<file path="src/verilog/kmh_params.svh">
// How it works
// RL1: polarity clear gives standard interrupt polarity
// RL2: polarity set inverts hardware host interrupts
// RL3: host read at 64 returns status
// RL4: status register clears to zero on reset
// RL5: data-out write sets output-full flag
// RL6: host read at 60 clears output-full
// RL7: host write at 60/64 sets input-full
// RL8: core data-in read clears input-full
// RL9: status bit 2 is firmware flag
// RL10: bit 3 captures host address bit two
// RL11: bits 7..4 are firmware status flags
// RL12: core status write keeps hardware bits
// RL13: keyboard data-out write raises keyboard interrupt
// RL14: mouse data-out write raises mouse interrupt
// RL15: data-out write drops core out-empty interrupt
// RL16: data-in read drops core in-full interrupt
// RL17: level mode follows output-full flag
// RL18: pulse mode idles high, pulses low
// RL19: both data-out registers share one buffer
`ifndef KMH_PARAMS_SVH
`define KMH_PARAMS_SVH
`define KMH_OFS_STATUS 16'hfea4
`define KMH_OFS_KBD_OUT 16'hfea6
`define KMH_OFS_MOUSE_OUT 16'hfea8
`define KMH_OFS_DATA_IN 16'hfeaa
`define KMH_STATUS_RESET 8'h00
`define KMH_BIT_OBF 0
`define KMH_BIT_IBF 1
`define KMH_BIT_F0 2
`define KMH_BIT_A2 3
`define KMH_FW_MASK 8'hf4
`define KMH_MODE_LEVEL 3'h0
`endif

</file>
<file path="src/verilog/kmh_pkg.sv">
package kmh_pkg;
   typedef struct packed {
      logic rd;
      logic wr;
      logic a2;
      logic [7:0] wdata;
   } kmh_host_req_t;
   typedef struct packed {
      logic rd;
      logic wr;
      logic [15:0] addr;
      logic [7:0] wdata;
   } kmh_core_req_t;
   typedef struct packed {
      logic invert;
      logic [2:0] mode;
      logic kbd_en;
      logic mouse_en;
      logic obe_cie;
      logic ibf_cie;
   } kmh_ctrl_t;
endpackage : kmh_pkg

</file>
<file path="src/verilog/kmh_irq_shaper.sv">
`timescale 1ns/1ps
`default_nettype none
`include "kmh_params.svh"
// one host interrupt line: level follows output-full, pulse mode emits low pulse
module kmh_irq_shaper (
   input wire logic clock,
   input wire logic rst,
   input wire logic enable,
   input wire logic invert,
   input wire logic [2:0] mode,
   input wire logic fire,
   input wire logic output_full_flag,
   output logic irq
);
   import kmh_pkg::*;
   typedef struct packed {
      logic [4:0] cnt;
      logic lvl;
   } kmh_shp_st_t;
   kmh_shp_st_t st_r, st_nxt;

   function automatic logic [4:0] kmh_width(input logic [2:0] m);
      unique case (m)
         3'h1: kmh_width = 5'h01;
         3'h2: kmh_width = 5'h02;
         3'h3: kmh_width = 5'h04;
         3'h4: kmh_width = 5'h08;
         3'h5: kmh_width = 5'h10;
         default: kmh_width = 5'h01;
      endcase
   endfunction : kmh_width

   always_comb begin
      st_nxt = st_r;
      // RL17 level tracks flag
      st_nxt.lvl = enable & output_full_flag;
      // RL18 pulse on fire
      if (fire && enable && mode != `KMH_MODE_LEVEL) begin
         st_nxt.cnt = kmh_width(mode);
      end else if (st_r.cnt != 5'h00) begin
         st_nxt.cnt = st_r.cnt - 5'h01;
      end
   end

   always_ff @(posedge clock) begin
      if (rst) begin
         st_r <= '0;
      end else begin
         st_r <= st_nxt;
      end
   end

   logic raw;
   // RL1 standard polarity
   assign raw = (mode == `KMH_MODE_LEVEL) ? st_r.lvl : ~(st_r.cnt != 5'h00);
   // RL2 invert when enabled
   assign irq = (enable & invert) ? ~raw : raw;

   // RL18
   a_pulse_low_width: assert property (@(posedge clock) disable iff (rst)
      (enable && !invert && mode == 3'h1 && fire) |=> !irq ##1 irq)
      else $error("one-cycle pulse wrong");
   // RL17
   a_level_follows: assert property (@(posedge clock) disable iff (rst)
      (enable && !invert && mode == 3'h0) ##1 (!invert && mode == 3'h0)
      |-> (irq == $past(output_full_flag)))
      else $error("level irq not following flag");
endmodule : kmh_irq_shaper
`default_nettype wire

</file>
<file path="src/verilog/kmh_sync2.sv">
`timescale 1ns/1ps
`default_nettype none
// two-flop synchroniser for pin-level host strobes
module kmh_sync2 #(
   parameter int W = 4
) (
   input wire logic clock,
   input wire logic rst,
   input wire logic [W-1:0] d,
   output logic [W-1:0] q
);
   logic [W-1:0] s1_r;
   always_ff @(posedge clock) begin
      if (rst) begin
         s1_r <= '0;
         q <= '0;
      end else begin
         s1_r <= d;
         q <= s1_r;
      end
   end
endmodule : kmh_sync2
`default_nettype wire

</file>
<file path="src/verilog/kmh_mailbox.sv">
`timescale 1ns/1ps
`default_nettype none
`include "kmh_params.svh"
module kmh_mailbox (
   input wire logic clock,
   input wire logic rst,
   input wire kmh_pkg::kmh_host_req_t host_req,
   output logic [7:0] host_rdata,
   input wire kmh_pkg::kmh_core_req_t core_req,
   output logic [7:0] core_rdata,
   input wire kmh_pkg::kmh_ctrl_t ctrl,
   output logic keyboard_host_interrupt,
   output logic mouse_host_interrupt,
   output logic core_out_empty_irq,
   output logic core_in_full_irq
);
   import kmh_pkg::*;

   // ------------------------------------------------------------
   // host strobes come from another clock, so edge detect after sync
   // ------------------------------------------------------------
   // host data goes through the same two flops, so it is never read mid-change
   logic [10:0] hs;
   logic [1:0] hs_d_r;
   kmh_sync2 #(.W(11)) u_sync (
      .clock(clock),
      .rst(rst),
      .d({host_req.rd, host_req.wr, host_req.a2, host_req.wdata}),
      .q(hs)
   );
   logic h_rd, h_wr, h_a2;
   logic [7:0] h_wdata;
   assign h_rd = hs[10] & ~hs_d_r[1];
   assign h_wr = hs[9] & ~hs_d_r[0];
   assign h_a2 = hs[8];
   assign h_wdata = hs[7:0];

   typedef struct packed {
      logic [7:0] status;
      logic [7:0] out_buf;
      logic [7:0] in_buf;
      logic [7:0] host_rdata;
      logic [7:0] core_rdata;
      logic kfire;
      logic mfire;
      logic obe_irq;
      logic ibf_irq;
   } kmh_st_t;
   kmh_st_t st_r, st_nxt;

   logic c_st_wr, c_kbd_wr, c_mouse_wr, c_in_rd, c_st_rd;
   assign c_st_wr = core_req.wr && core_req.addr == `KMH_OFS_STATUS;
   assign c_kbd_wr = core_req.wr && core_req.addr == `KMH_OFS_KBD_OUT;
   assign c_mouse_wr = core_req.wr && core_req.addr == `KMH_OFS_MOUSE_OUT;
   assign c_in_rd = core_req.rd && core_req.addr == `KMH_OFS_DATA_IN;
   assign c_st_rd = core_req.rd && core_req.addr == `KMH_OFS_STATUS;

   // ------------------------------------------------------------
   // next state
   // ------------------------------------------------------------
   always_comb begin
      st_nxt = st_r;
      st_nxt.kfire = 1'b0;
      st_nxt.mfire = 1'b0;
      // RL12 firmware bits only
      if (c_st_wr) begin
         st_nxt.status = (st_r.status & ~`KMH_FW_MASK) | (core_req.wdata & `KMH_FW_MASK);
      end
      // RL6 host data read
      if (h_rd && !h_a2) begin
         st_nxt.status[`KMH_BIT_OBF] = 1'b0;
      end
      // RL19 shared output buffer
      if (c_kbd_wr || c_mouse_wr) begin
         st_nxt.out_buf = core_req.wdata;
         // RL5 set wins over clear
         st_nxt.status[`KMH_BIT_OBF] = 1'b1;
         // RL15 drop out-empty irq
         if (ctrl.obe_cie) begin
            st_nxt.obe_irq = 1'b0;
         end
      end
      // RL13 keyboard fire
      st_nxt.kfire = c_kbd_wr;
      // RL14 mouse fire
      st_nxt.mfire = c_mouse_wr;
      // RL8 core read clears
      if (c_in_rd) begin
         st_nxt.core_rdata = st_r.in_buf;
         st_nxt.status[`KMH_BIT_IBF] = 1'b0;
         // RL16 drop in-full irq
         if (ctrl.ibf_cie) begin
            st_nxt.ibf_irq = 1'b0;
         end
      end else if (c_st_rd) begin
         st_nxt.core_rdata = st_r.status;
      end
      // RL7 host write, set wins
      if (h_wr) begin
         st_nxt.in_buf = h_wdata;
         st_nxt.status[`KMH_BIT_IBF] = 1'b1;
         // RL10 capture address bit
         st_nxt.status[`KMH_BIT_A2] = h_a2;
         st_nxt.ibf_irq = ctrl.ibf_cie;
      end
      if (h_rd && !h_a2 && !(c_kbd_wr || c_mouse_wr)) begin
         st_nxt.obe_irq = ctrl.obe_cie;
      end
      // RL3 status at 64, data at 60
      if (h_rd) begin
         st_nxt.host_rdata = h_a2 ? st_r.status : st_r.out_buf;
      end
   end

   always_ff @(posedge clock) begin
      // RL4 status clears
      if (rst) begin
         st_r <= '0;
         hs_d_r <= '0;
      end else begin
         st_r <= st_nxt;
         hs_d_r <= hs[10:9];
      end
   end

   // RL9 RL11 firmware flags readable at host and core
   assign host_rdata = st_r.host_rdata;
   assign core_rdata = st_r.core_rdata;
   assign core_out_empty_irq = st_r.obe_irq;
   assign core_in_full_irq = st_r.ibf_irq;

   // ------------------------------------------------------------
   // host interrupt lines
   // ------------------------------------------------------------
   // RL13 keyboard line
   kmh_irq_shaper u_kirq (
      .clock(clock),
      .rst(rst),
      .enable(ctrl.kbd_en),
      .invert(ctrl.invert),
      .mode(ctrl.mode),
      .fire(st_r.kfire),
      .output_full_flag(st_r.status[`KMH_BIT_OBF]),
      .irq(keyboard_host_interrupt)
   );
   // RL14 mouse line
   kmh_irq_shaper u_mirq (
      .clock(clock),
      .rst(rst),
      .enable(ctrl.mouse_en),
      .invert(ctrl.invert),
      .mode(ctrl.mode),
      .fire(st_r.mfire),
      .output_full_flag(st_r.status[`KMH_BIT_OBF]),
      .irq(mouse_host_interrupt)
   );

   a_obf_set: assert property (@(posedge clock) disable iff (rst)
      (c_kbd_wr || c_mouse_wr) |=> st_r.status[0]) // RL5
      else $error("output-full not set");
   a_obf_clear: assert property (@(posedge clock) disable iff (rst)
      (h_rd && !h_a2 && !c_kbd_wr && !c_mouse_wr) |=> !st_r.status[0]) // RL6
      else $error("output-full not cleared");
   a_ibf_set: assert property (@(posedge clock) disable iff (rst)
      h_wr |=> st_r.status[1] && st_r.status[3] == $past(h_a2)) // RL7
      else $error("input-full or a2 wrong");
   a_ibf_clear: assert property (@(posedge clock) disable iff (rst)
      (c_in_rd && !h_wr) |=> !st_r.status[1]) // RL8
      else $error("input-full not cleared");
   a_hw_bits_kept: assert property (@(posedge clock) disable iff (rst)
      (c_st_wr && !h_wr && !h_rd && !c_kbd_wr && !c_mouse_wr && !c_in_rd)
      |=> st_r.status[3] == $past(st_r.status[3])
      && st_r.status[1:0] == $past(st_r.status[1:0])) // RL12
      else $error("hw bits changed");
   a_fw_flags: assert property (@(posedge clock) disable iff (rst)
      (c_st_wr && !h_wr) |=> (st_r.status & 8'hf4) == ($past(core_req.wdata) & 8'hf4)) // RL11
      else $error("firmware flags not written");
   a_status_read: assert property (@(posedge clock) disable iff (rst)
      (h_rd && h_a2) |=> host_rdata == $past(st_r.status)) // RL3
      else $error("status read wrong");
   a_obe_drop: assert property (@(posedge clock) disable iff (rst)
      ((c_kbd_wr || c_mouse_wr) && ctrl.obe_cie) |=> !core_out_empty_irq) // RL15
      else $error("out-empty irq not dropped");
   a_ibf_drop: assert property (@(posedge clock) disable iff (rst)
      (c_in_rd && ctrl.ibf_cie && !h_wr) |=> !core_in_full_irq) // RL16
      else $error("in-full irq not dropped");
endmodule : kmh_mailbox
`default_nettype wire

</file>
<file path="config.mk">
export PLATFORM = sky130hd
export DESIGN_NAME = kmh_mailbox
export DESIGN_NICKNAME = d
export VERILOG_FILES = /design/src/verilog/kmh_pkg.sv /design/src/verilog/kmh_irq_shaper.sv /design/src/verilog/kmh_sync2.sv /design/src/verilog/kmh_mailbox.sv
export VERILOG_INCLUDE_DIRS = /design/src /design/src/verilog
export SDC_FILE = /design/constraint.sdc
export NUM_CORES = 1
export LEC_CHECK = 0
export ABC_AREA = 0
export BUFFER_PORTS_ARGS = -buffer_cell sky130_fd_sc_hd__buf_2
export CAP_MARGIN = 5
export CORE_MARGIN = 1
export CORE_UTILIZATION = 41
export DETAILED_ROUTE_END_ITERATION = 12
export PLACE_DENSITY = 0.7
export SLEW_MARGIN = 10
export SYNTH_ARGS = -nofsm -noshare
export SYNTH_HDL_FRONTEND = slang
export SYNTH_SLANG_ARGS = --single-unit
</file>
<file path="constraint.sdc">
create_clock -name clock -period 2.2 [get_ports clock]
set_input_delay 0.11 -clock clock [delete_from_list [all_inputs] [get_ports clock]]
set_output_delay 0.11 -clock clock [all_outputs]
set_load 0.005 [all_outputs]
</file>
After elaboration in Yosys (flattened, before gate mapping)

Cells that the tools add are included.

Bits in registers: 80
Bits of input ports: 47
Output and inout bits: 20

$add $sub $neg: 2
Equality and inequality tests: 8
Multiplexer cells: 24
Bitwise gates (word level): 13
Reductions and logical operators: 30

Operators with widths:

| kind                                             | count |
|---|---|
| == test 16 bit, second input constant            | 4 |
| two-way mux 8 bit                                | 3 |
| two-way mux 5 bit                                | 4 |
| case mux 5 bit (4 select lines)                  | 1 |
| nonzero test 2 bit                               | 8 |
| two-way mux 1 bit                                | 14 |
| logical AND 1 bit                                | 11 |
| nonzero test 5 bit                               | 2 |
| subtractor 5 x 1 -> 5 bit, second input constant | 2 |
| two-way mux 9 bit                                | 1 |
| nonzero test 3 bit                               | 3 |
| bitwise OR 4 x 8 -> 8 bit                        | 1 |
| bitwise AND 1 bit                                | 6 |
| == test 3 x 2 -> 1 bit, second input constant    | 2 |
| == test 3 bit, second input constant             | 2 |
| inverter 1 bit                                   | 6 |
| two-way mux 4 bit                                | 1 |
| AND reduction 2 bit                              | 2 |
| zero test 3 bit                                  | 1 |
| zero test 1 bit                                  | 2 |
| logical OR 1 bit                                 | 1 |

Longest topological paths before layout

Gate-level depths: netlist of the first run.

Depth after elaboration: 7
Depth in mapped cells: 6
Depth with buffers taken out: 6

By module

From an unflattened synthesis of the first run, not the netlist that was laid out.

Cell total of the unflattened synthesis: 390
Area total of the unflattened synthesis: 3599.7 um2

By module, submodules not included:

| module         | times used | cells each | area an instance (um2) | seq. area each (um2) |
|---|---|---|---|---|
| kmh_mailbox    | 1          | 254        | 2140.8                 | 920.9 |
| kmh_irq_shaper | 2          | 45         | 409.1                  | 120.1 |
| kmh_sync2      | 1          | 46         | 640.6                  | 440.4 |

Worst setup path before layout of the first run

OpenSTA, ideal clock, no wires.

Path type: register to register
Start point: register u_kirq.st_r[1] (netlist bit)
End point: register u_kirq.st_r[3] (netlist bit)
Setup time: 0.119 ns
Arrival time: 1.636 ns
Data required time: 2.081 ns
Slack: 0.445 ns
Cell stages (with the launch flop): 7
Buffers on the path: 0
Period minus slack after synthesis: 1.755 ns
Cells stage by stage: dfxtp_1 inv_1 ha_1 nor4b_1 o21ai_0 o21a_1 o221a_2

Word-level cells in the longest chain between the ends: 3
Elaborated cells on any way between the ends: 5
Classes of those cells: add/sub: 1; mux: 2; reduce/logical: 2

Ends and longest elaborated chain:

| item                      | line                 | text |
|---|---|---|
| start: declaration        | kmh_irq_shaper.sv:20 | `kmh_shp_st_t st_r, st_nxt;` |
| start signal: assignment  | kmh_irq_shaper.sv:49 | `st_r <= st_nxt;` |
| subtractor 5 x 1 -> 5 bit | kmh_irq_shaper.sv:41 | `st_nxt.cnt = st_r.cnt - 5'h01;` |
| two-way mux 5 bit         | kmh_irq_shaper.sv:40 | `end else if (st_r.cnt != 5'h00) begin` |
| two-way mux 5 bit         | kmh_irq_shaper.sv:38 | `` if (fire && enable && mode != `KMH_MODE_LEVEL) begin `` |

Several ways; a longest one is shown, not always the timed one. The select of a mux whose other input is x is not followed.
A chain may end at the register's enable or synchronous reset.

Worst setup path after layout of the first run

Start point: register u_mirq.st_r[1] (netlist bit)
End point: output mouse_host_interrupt

Word-level cells in the longest chain between the ends: 5

Ends and longest elaborated chain:

| item                     | line                 | text |
|---|---|---|
| start: declaration       | kmh_irq_shaper.sv:20 |  |
| start signal: assignment | kmh_irq_shaper.sv:49 |  |
| nonzero test 5 bit *     | kmh_irq_shaper.sv:55 | `` assign raw = (mode == `KMH_MODE_LEVEL) ? st_r.lvl : ~(st_r.cnt != 5'h00); `` |
| inverter 1 bit *         | kmh_irq_shaper.sv:55 |  |
| two-way mux 1 bit *      | kmh_irq_shaper.sv:55 |  |
| inverter 1 bit           | kmh_irq_shaper.sv:57 | `assign irq = (enable & invert) ? ~raw : raw;` |
| two-way mux 1 bit *      | kmh_irq_shaper.sv:57 |  |
| end: declaration         | kmh_mailbox.sv:13    | `output logic mouse_host_interrupt,` |

Mark *: on every way between the ends. The rest lies on a longest branch, timed or not.

==> implementation parameters, run 1 <==
Parameter                              Value

Status
  Result of the run ... completed

Finish
  Filler instances ... 766
  Area of all placed cells without fillers ... 0.00415 mm2
  Area growth, synth to finish ... 20.1%
  Number of standard cells in the layout, taps in and fillers out ... 555
  Core utilization of the finished layout ... 50.8%
  Inserted Diodes ... 0
  Ratio of cells with drive above 1 in the final layout ... 23.3%
  Fin nets ... 494

Drt
  Via/cell ratio ... 5.25
  DRC violation count after routing ... 0
  DR iter-0 viols ... 160
  Total number of vias ... 2913
  Post-DR wirelength/cell ... 14.1 um
  Antenna-violating nets left ... 0
  Total Wirelength ... 7840 um
  First-pass detailed-route iteration total ... 4

Yosys
  Most frequently used cell type in the post-synthesis netlist ... dfxtp_1
  Cell area after synthesis ... 0.00346 mm2
  Mean area per synthesized cell ... 8.95 um2
  Post-synthesis share of cell area spent on xor and xnor gates ... 1.27%
  Post-synth ARST share ... 0%
  Post-synthesis share of cell area spent on full adders, half adders and majority gates ... 0.724%
  Multiplexer share of the synthesized area ... 2.90%
  Gate Count Post-Synth ... 386
  Share of the yosys chip area belonging to registers ... 46.3%
  Most common flop cell mapped by yosys ... dfxtp_1
  Area fraction in compound gates after synthesis ... 19.4%
  Synthesized netlist net count ... 435
  Cell variety after synth ... 50
  Total of warnings raised by yosys ... 0
  Synth area leader ... dfxtp_1
  Cells taking the most area after synthesis ... dfxtp_1 (46%), nor2b_1 (5.1%), a21oi_1 (4.6%)
  Most numerous cell types in the synthesized netlist ... dfxtp_1 (80), a21oi_1 (32), nand2_1 (30), nor2b_1 (28), o21ai_0 (26)
  Simple-gate share of the synthesized area ... 22.0%
  #FFs+latches synth ... 80
  Top cell type's share of synthesized area ... 46.3%
  Largest family of logic cells by synthesized area ... simple AND/OR/NAND/NOR gates
  Post-synth EDFFs ... 0

Timing
  Worst hold slack ... 13.6 ps
  Least setup slack across all paths after layout ... 297 ps
  Final Hold Vio Count ... 0
  Upper clock frequency limit ... 525 MHz
  Count of pins over their slew limit ... 0
  Setup_tns ... 0 ps
  Period minus WS final ... 1900 ps
  Setup repair after global routing missed its margin ... false
  Post-route clock period utilization ... 86.5%
  Final setup violating endpoints ... 0
  Slew Limit Headroom ... 56.6%
  Least-Margin Pin Slew ... 650 ps
  Final clock skew ... 8.02 ps

Hold path
  Type of the tightest min-delay check ... primary input to flip-flop
  WHS Path Cells ... 3
  End point of the most critical hold path ... st_r[29]
  Worst min-delay path startpoint ... core_req[1]

Floorplanning
  Starting utilization of the core area ... 42.3%
  Number of top-level pins ... 67
  Total die area ... 0.00880 mm2
  Chip height ... 93.8 um
  Placeable Area ... 0.00818 mm2
  FP Rows ... 33
  Horizontal extent of the die ... 93.8 um

Global routing
  Global route total overflow ... 0
  Number of global-route vias before repair ... 2763
  First-pass GRT wire length ... 12800 um
  Global Route Usage Sum ... 18.9%
  Initial antenna violation count ... 0
  Maximum number of pins on one net before global-route repair ... 32

Critical path
  CP startpoint kind ... flip-flop
  CP Capture Type ... output port
  Arrival time of data at the critical path endpoint ... 1790 ps
  Worst R2R End ... u_mirq.st_r[3]
  Crit Path Category ... flip-flop to output port
  R2r startpoint ... u_mirq.st_r[1]
  Setup slack of the worst register-to-register path ... 590 ps
  Length in cells of the worst reg-to-reg path ... 7
  Worst endpoint required time ... 2090 ps
  Highest fanout seen on the critical path ... 5

Placement
  Placed standard-cell area ... 0.00377 mm2
  IO Port Bufs ... 66
  Detail Placement HPWL ... 5640 um
  Setup Slack @ Placement ... 309 ps
  Cell count after placement ... 528
  Final RePlAce weighted congestion ... 0.769

Job
  # Max-Cap Violations ... 0

Pwr
  Static Leak ... 1.55 nW
  Power per cell area ... 894 mW/mm2
  Maximum vdd ir drop ... 386 uV
  Post-layout power ... 3.71 mW

Clocking
  Post CTS Setup Buffer Count ... 0
  Max clock buf depth ... 2
  Maximum level of the CTS H-tree ... 3
  Clock sinks ... 80
  TritonCTS buffer count ... 9
  Number of hold buffers added after cts ... 11
  Number of instances resized during post-cts repair ... 0
  CTS tree ... yes
  Root buffer selected by CTS ... clkbuf_8
  Insertion delay to the later sink of the worst-skew pair ... 350 ps
  Post-CTS clock slew at the launch and capture registers of the worst setup and hold paths ... 80 ps
final cells by class:
type / count / area, um2 / area share, %
clock inverters: 7 / 143 / 3.44
flip-flops and latches: 80 / 1600 / 38.6
repair buffers: 87 / 515 / 12.4
multi-input cells: 257 / 1600 / 38.5
clock buffers: 9 / 124 / 2.98
well taps: 105 / 131 / 3.17
inverters: 10 / 37.5 / 0.904
layer usage:
| metal | vias up | GRT usage, % | wire length (um) |
|---|---|---|---|
| met3 | 13 | 3.40 | 363 |
| li1 | 1473 | - | - |
| met2 | 76 | 32.1 | 3860 |
| met1 | 1351 | 23.3 | 3490 |
| met5 | - | 0 | 0 |
| met4 | 0 | 8.59 | 131 |
flip-flops by register name (all words and copies together), names as in the netlist:
signal              flops
core_in_full_irq        1
st_r                   26
u_mirq.st_r             6
u_sync.s1_r            11
hs_d_r                  2
core_rdata              8
core_out_empty_irq      1
host_rdata              8
u_kirq.st_r             6
u_sync.q               11
worst max-delay path: stages (launching register included):
cell and delay (ps):
dfxtp_1 370, inv_1 60, ha_1 250, nor4b_1 160, buf_4 160, mux2i_1 150
xor2_1 160, buf_2 130
cell families (layout without fill, tap and decap cells):
group,count (synthesis),in the layout
buffers and inverters,49,113
muxes,10,10
xor gates and xnor gates,5,5
DFF,80,80
AOI/OAI and AO/OA,101,101
adders and majority gates,2,2
and+or+nand+nor,139,139
power by group:
part / leakage, nW / internal (mW) / switching, mW
Clock: 0.134 / 0.872 / 0.550
Sequential: 0.652 / 1.54 / 0.0747
Combinational: 0.766 / 0.355 / 0.322
Total: 1.55 / 2.77 / 0.947
worst max path at each step:
stage / from / to / cells past startpoint
2_1_floorplan: u_kirq.st_r[1] / u_kirq.st_r[3] / 6
3_3_place_gp: core_req[14] / core_rdata[3] / 5
3_5_place_dp: core_req[14] / core_rdata[3] / 5
4_1_cts: u_mirq.st_r[1] / mouse_host_interrupt / 7
5_1_grt: u_kirq.st_r[1] / keyboard_host_interrupt / 7
6_report: u_mirq.st_r[1] / mouse_host_interrupt / 7
cell usage in the layout, fill, tap and decap left out, types with 8 or more instances in the layout:
| cell | n |
|---|---|
| nor3_1 | 15 |
| nand3_1 | 18 |
| a21oi_1 | 32 |
| clkbuf_8 | 9 |
| o21ai_0 | 26 |
| buf_4 | 10 |
| inv_1 | 10 |
| dlygate4sd3_1 | 11 |
| buf_2 | 66 |
| dfxtp_1 | 80 |
| nand2_1 | 30 |
| a32oi_1 | 8 |
| a211oi_1 | 16 |
| mux2i_1 | 10 |
| nor2_1 | 18 |
| nor2b_1 | 28 |
Note: power is estimated with default switching activity, not from simulation.
==> inputs of run 2 (changes only) <==
--- a/config.mk
+++ b/config.mk
@@ -7,7 +7,7 @@
 export NUM_CORES = 1
 export LEC_CHECK = 0
 export ABC_AREA = 0
-export BUFFER_PORTS_ARGS = -buffer_cell sky130_fd_sc_hd__buf_2
+export BUFFER_PORTS_ARGS = -buffer_cell sky130_fd_sc_hd__buf_4
 export CAP_MARGIN = 5
 export CORE_MARGIN = 1
 export CORE_UTILIZATION = 41
==> constraint.sdc (replaced) <==
create_clock -name clock -period 1.8 [get_ports clock]
set_input_delay 0.09 -clock clock [delete_from_list [all_inputs] [get_ports clock]]
set_output_delay 0.09 -clock clock [all_outputs]
set_load 0.005 [all_outputs]
==> run 2 against run 1 <==
Global-route usage increased by 0.53 points. Sequential share of layout area decreased by 2.5 points. First-iteration DRC count decreased by 20%. Critical endpoint is now keyboard_host_interrupt. Combinational power increased by 60%. Cell count increased by 2.3%. Clock power about the same. Critical path depth decreased by 1. Setup slack got worse by 200 ps. Register-to-register slack got worse by 400 ps. Via count increased by 0.89%. Flip-flop and latch count unchanged.
==> implementation parameters, run 2 (same netlist as run 1, synthesis figures left out) <==
Parameter                              Value

Status
  Result of the run ... completed

Critical path
  Slowest-stage cell, CP ... dfxtp_2
  CP Capture Type ... output port
  CP startpoint kind ... flip-flop
  Crit Path Category ... flip-flop to output port
  Bufs and invs on worst path ... 2 (-1)
  Worst endpoint required time ... 1710 ps (-380 ps)
  Cell count along the critical path ... 6 (-1)
  Length in cells of the worst reg-to-reg path ... 7 (unchanged)
  Launching element of the worst setup path ... u_kirq.st_r[2]
  R2r startpoint ... u_kirq.st_r[2]
  Stage delay of the slowest cell on the critical path ... 320 ps (-50 ps)
  Worst R2R End ... u_kirq.st_r[3]
  Destination of the critical timing path ... keyboard_host_interrupt
  Highest fanout seen on the critical path ... 3 (-2)
  Setup slack of the worst register-to-register path ... 190 ps (-400 ps)
  Worst-path cell chain ... inv_1 > ha_4 > nor4b_4 > mux2i_4 > xor2_1 > buf_4
  Critical path's top delay family ... flip-flops
  Arrival time of data at the critical path endpoint ... 1610 ps (-180 ps)

Pwr
  Post-layout power ... 4.51 mW (+22%)
  Maximum vdd ir drop ... 520 uV (+35%)
  Power per cell area ... 1020 mW/mm2 (+14%)
  Static Leak ... 1.65 nW (+6.3%)

Clocking
  Post-CTS clock slew at the launch and capture registers of the worst setup and hold paths ... 80 ps (about the same)
  Max clock buf depth ... 2 (unchanged)
  Insertion delay to the later sink of the worst-skew pair ... 350 ps (about the same)
  Clock sinks ... 80 (unchanged)
  Maximum level of the CTS H-tree ... 3 (unchanged)
  Root buffer selected by CTS ... clkbuf_8
  CTS tree ... yes
  TritonCTS buffer count ... 9 (unchanged)

Global routing
  Number of global-route vias before repair ... 2936 (+6.3%)
  First-pass GRT wire length ... 13200 um (+3.6%)
  Global Route Usage Sum ... 19.5% (+0.53 points)
  Global route total overflow ... 0 (unchanged)
  Maximum number of pins on one net before global-route repair ... 75 (+130%)
  Initial antenna violation count ... 0 (unchanged)

Drt
  DRC violation count after routing ... 0 (unchanged)
  Via/cell ratio ... 5.17 (-1.4%)
  Total Wirelength ... 8070 um (+2.9%)
  Antenna-violating nets left ... 0 (unchanged)
  Post-DR wirelength/cell ... 14.2 um (+0.56%)
  DR iter-0 viols ... 128 (-20%)
  First-pass detailed-route iteration total ... 4 (unchanged)
  Total number of vias ... 2939 (+0.89%)

Finish
  Register ranked first by flip-flop count ... st_r
  Max reg flops ... 26 (unchanged)
  Core utilization of the finished layout ... 54.4% (+3.6 points)
  Filler instances ... 732 (-4.4%)
  Most frequent standard cell in the layout excluding fill and tap cells ... buf_4
  Ratio of cells with drive above 1 in the final layout ... 25.3% (+1.9 points)
  Fin nets ... 507 (+2.6%)
  Inserted Diodes ... 0 (unchanged)
  Commonest cells after routing, fill and taps aside ... buf_4 (83), dfxtp_1 (77), a21oi_1 (32)
  Area of all placed cells without fillers ... 0.00444 mm2 (+7.1%)
  Number of standard cells in the layout, taps in and fillers out ... 568 (+2.3%)
  Area growth, synth to finish ... 28.6%
  Regs by FF count ... st_r (26), u_sync.q (11), u_sync.s1_r (11)

Floorplanning
  Chip height ... 93.8 um (unchanged)
  Number of top-level pins ... 67 (unchanged)
  FP Rows ... 33 (unchanged)
  Horizontal extent of the die ... 93.8 um (unchanged)
  Starting utilization of the core area ... 42.3% (unchanged)
  Placeable Area ... 0.00818 mm2 (unchanged)
  Total die area ... 0.00880 mm2 (unchanged)

Timing
  Post-route clock period utilization ... 94.7%
  Upper clock frequency limit ... 587 MHz
  Least-Margin Pin Slew ... 606 ps (-43.7 ps)
  Count of pins over their slew limit ... 0 (unchanged)
  Final Hold Vio Count ... 0 (unchanged)
  Setup_tns ... 0 ps (unchanged)
  Final clock skew ... 5.75 ps (-2.27 ps)
  Final setup violating endpoints ... 0 (unchanged)
  Period minus WS final ... 1700 ps
  Slew Limit Headroom ... 59.5% (+2.9 points)

Placement
  Cell count after placement ... 532 (+0.76%)
  Placed standard-cell area ... 0.00398 mm2 (+5.5%)
  IO Port Bufs ... 66 (unchanged)
  Detail Placement HPWL ... 5470 um (-2.9%)
  Final RePlAce weighted congestion ... 0.794 (+3.2%)

Job
  # Max-Cap Violations ... 0 (unchanged)

Hold path
  Type of the tightest min-delay check ... primary input to flip-flop
[run 2: metrics by stage]
stage / hold WS, ps / setup slack (ps)
after floorplan: 218 / 45.3
after global placement: 300 / 89.4
after detailed placement: 304 / 1.05
after CTS: 1.57 / 6.86
after global routing: 4.85 / -21.5
final: 11.8 / 95.2
[run 2: metal layers]
layer | vias up | GRT usage (%) | routed length, um
li1 | 1503 | - | -
met1 | 1352 | 23.8 | 3650
met2 | 70 | 32.7 | 3890
met3 | 14 | 3.80 | 349
met4 | 0 | 9.23 | 183
met5 | - | 0 | 0
[run 2: cell type report]
cell class	count	area (um2)	area share [%]
Clock inverter	3	65.1	1.46
Clock buffer	13	149	3.35
Timing Repair Buffer	100	803	18.1
Tap cell	105	131	2.96
Multi-Input combinational cell	257	1650	37.2
Inverter	10	37.5	0.845
Sequential cell	80	1610	36.1
[run 2: tightest hold or removal path, cell delays in order]
cell     delay (ps)
buf_4           120
nand3_1          60
a21oi_1          50
[run 2: how the worst min path moves through the flow]
stage                      startpoint              to  slack (ps)  depth (start not counted)
after floorplan           host_req[0]  u_sync.s1_r[0]         220                          1
after global routing      core_req[5]        st_r[33]           5                          3
after detailed placement  host_req[6]  u_sync.s1_r[6]         300                          2
after CTS                 core_req[0]        st_r[28]           2                          3
after global placement    host_req[4]  u_sync.s1_r[4]         300                          2
final                     core_req[5]        st_r[41]          10                          3
[run 2: power breakdown]
part	total [mW]	leakage, nW	switching, mW	internal [mW]
Clock	1.44	0.108	0.624	0.820
Combinational	1.08	0.890	0.446	0.631
Sequential	1.99	0.653	0.107	1.89
[run 2: what timing repair did]
item,in CTS,in global routing
endpoints found under the hold margin,16,0
setup buffers,1,4
gates cloned,0,0
resized for setup,5,6
pin swaps,1,2
setup endpoints to repair,2,2
hold buffers,16,0
==> inputs of run 3 (changes only) <==
--- a/config.mk
+++ b/config.mk
@@ -9,6 +9,7 @@
 export ABC_AREA = 0
 export BUFFER_PORTS_ARGS = -buffer_cell sky130_fd_sc_hd__buf_4
 export CAP_MARGIN = 5
+export CORE_ASPECT_RATIO = 0.5
 export CORE_MARGIN = 1
 export CORE_UTILIZATION = 41
 export DETAILED_ROUTE_END_ITERATION = 12
==> run 3 against run 2 <==
Hold slack improved by 2.7 ps. Flip-flop and latch count stayed put. Routed wire length decreased by 5.0%. Power is 14% higher. Non-clock buffer count increased by 2. Combinational power rose by 6%. Clock power is 40% higher. Clock skew rose by 0.95 ps. Via count increased by 1.3%. Core utilization rose by 2.1 points.
==> implementation parameters, run 3 (same netlist as run 1, synthesis figures left out) <==
Parameter                              Value

Status
  Result of the run ... completed

Timing
  Period minus WS final ... 1730 ps (+23.1 ps)
  Post-route clock period utilization ... 96.0% (+1.3 points)
  Final setup violating endpoints ... 0 (unchanged)
  Least-Margin Pin Slew ... 568 ps (-37.5 ps)
  Count of pins over their slew limit ... 0 (unchanged)
  Worst hold slack ... 14.5 ps (+2.73 ps)
  Slew Limit Headroom ... 61.8% (+2.3 points)
  Upper clock frequency limit ... 579 MHz (-1.3%)
  Final clock skew ... 6.70 ps (+0.950 ps)
  Final Hold Vio Count ... 0 (unchanged)
  Setup repair after global routing missed its margin ... true
  Least setup slack across all paths after layout ... 72.2 ps (-23.1 ps)

Global routing
  Global route total overflow ... 0 (unchanged)
  Number of global-route vias before repair ... 2613 (-11%)
  First-pass GRT wire length ... 12300 um (-7.1%)
  Maximum number of pins on one net before global-route repair ... 39 (-48%)
  Global Route Usage Sum ... 18.3% (-1.1 points)
  Initial antenna violation count ... 0 (unchanged)

Placement
  IO Port Bufs ... 66 (unchanged)
  Setup Slack @ Placement ... 28.3 ps (+27.2 ps)
  Cell count after placement ... 542 (+1.9%)
  Final RePlAce weighted congestion ... 0.808 (+1.8%)
  Detail Placement HPWL ... 5330 um (-2.6%)
  Placed standard-cell area ... 0.00400 mm2 (+0.47%)

Clocking
  Clock sinks ... 80 (unchanged)
  Insertion delay to the later sink of the worst-skew pair ... 340 ps (about the same)
  TritonCTS buffer count ... 9 (unchanged)
  Post-CTS clock slew at the launch and capture registers of the worst setup and hold paths ... 60 ps (-20 ps)
  CTS tree ... yes
  Maximum level of the CTS H-tree ... 3 (unchanged)
  Root buffer selected by CTS ... clkbuf_16
  Max clock buf depth ... 2 (unchanged)

Floorplanning
  FP Rows ... 23 (-30%)
  Total die area ... 0.00882 mm2 (+0.25%)
  Placeable Area ... 0.00809 mm2 (-1.1%)
  Chip height ... 66.9 um (-29%)
  Number of top-level pins ... 67 (unchanged)
  Starting utilization of the core area ... 42.7% (+0.46 points)
  Horizontal extent of the die ... 132 um (+41%)

Finish
  Most frequent standard cell in the layout excluding fill and tap cells ... buf_4
  Register ranked first by flip-flop count ... st_r
  Fin nets ... 509 (+0.39%)
  Commonest cells after routing, fill and taps aside ... buf_4 (90), dfxtp_1 (76), a21oi_1 (32)
  Max reg flops ... 26 (unchanged)
  Area growth, synth to finish ... 32.2%
  Area of combinational cells with multiple inputs ... 0.00166 mm2 (+0.23%)
  Number of standard cells in the layout, taps in and fillers out ... 577 (+1.6%)
  Sequential cell area in the final layout ... 0.00161 mm2 (about the same)
  Regs by FF count ... st_r (26), u_sync.q (11), u_sync.s1_r (11)
  Inserted Diodes ... 0 (unchanged)
  Filler instances ... 714 (-2.5%)
  Ratio of cells with drive above 1 in the final layout ... 27.5% (+2.3 points)
  Area of all placed cells without fillers ... 0.00457 mm2 (+2.8%)

Pwr
  Maximum vdd ir drop ... 544 uV (+4.6%)
  Static Leak ... 1.71 nW (+3.7%)
  Post-layout power ... 5.14 mW (+14%)
  Power per cell area ... 1130 mW/mm2 (+11%)

Drt
  Antenna-violating nets left ... 0 (unchanged)
  Post-DR wirelength/cell ... 13.3 um (-6.5%)
  Total number of vias ... 2977 (+1.3%)
  DRC violation count after routing ... 0 (unchanged)
  Total Wirelength ... 7670 um (-5.0%)
  First-pass detailed-route iteration total ... 4 (unchanged)
  DR iter-0 viols ... 169 (+32%)
  Via/cell ratio ... 5.16 (-0.29%)

Critical path
  Setup slack of the worst register-to-register path ... 230 ps (+40 ps)
  Worst R2R End ... u_mirq.st_r[3]
  Highest fanout seen on the critical path ... 5 (+2)
  R2r startpoint ... u_mirq.st_r[1]
  Worst endpoint required time ... 1710 ps (about the same)
  Arrival time of data at the critical path endpoint ... 1640 ps (+30 ps)
  CP Capture Type ... output port
  Launching element of the worst setup path ... u_mirq.st_r[1]
  Destination of the critical timing path ... mouse_host_interrupt
  Length in cells of the worst reg-to-reg path ... 8 (+1)
  CP startpoint kind ... flip-flop
  Crit Path Category ... flip-flop to output port

Hold path
  Type of the tightest min-delay check ... primary input to flip-flop

Job
  # Max-Cap Violations ... 0 (unchanged)
run 3: changes by cell type in the layout (fill, tap and decap cells not counted), sizes merged:
cell and change:
buf +6, clkbuf -4, dlygate4sd3 -4, inv +4
run 3: critical path: stages (launching register included):
cell and delay [ps]:
dfxtp_2 320, inv_1 60, ha_4 170, nor4b_2 150
buf_4 160, mux2i_4 150, xor2_1 160, buf_4 120
run 3: power breakdown:
part           leakage [nW]  internal (mW)  switching [mW]  total, mW
logic                 0.894          0.682           0.465       1.15
registers             0.654           1.89          0.0909       1.98
clock network         0.163           1.24           0.775       2.02
total                  1.71           3.81            1.33       5.14
run 3: how the worst min path moves through the flow:
stage	start	slack, ps	cells after the start	end
after floorplan	host_req[0]	220	1	u_sync.s1_r[0]
after global placement	host_req[0]	300	2	u_sync.s1_r[0]
after detailed placement	host_req[1]	300	2	u_sync.s1_r[1]
after CTS	core_req[3]	5	3	st_r[31]
after global routing	core_req[1]	9	3	st_r[29]
final	ctrl[3]	10	2	u_kirq.st_r[0]
run 3: timing repair:
item                       CTS  global route
setup buffers                2             5
pin swaps                    2             2
setup endpoints to repair    2             2
hold endpoints to repair    12             0
hold buffers                12             0
gates resized for setup      9             4
run 3: area by class of cell:
| type | count | area share (%) |
|---|---|---|
| clock buffers | 9 | 4.93 |
| clock inverters | 7 | 2.33 |
| well taps | 112 | 3.07 |
| flip-flops and latches | 80 | 35.2 |
| multi-input cells | 257 | 36.3 |
| repair buffers | 102 | 17.4 |
| inverters | 10 | 0.822 |
run 3: metal layers:
| layer | global-route usage [%] | vias to the layer above | wire [um] |
|---|---|---|---|
| li1 | - | 1508 | - |
| met1 | 22.3 | 1399 | 3440 |
| met2 | 29.8 | 62 | 3790 |
| met3 | 6.85 | 8 | 349 |
| met4 | 6.98 | 0 | 87 |
| met5 | 0 | - | 0 |
run 3: per-stage QoR:
step | setup TNS (ps) | util, %
2_1_floorplan | 0 | -
3_3_place_gp | 0 | 49.5
3_5_place_dp | 0 | 49.5
4_1_cts | 0 | 55.6
5_1_grt | -11.7 | 56.5
6_report | 0 | 56.5
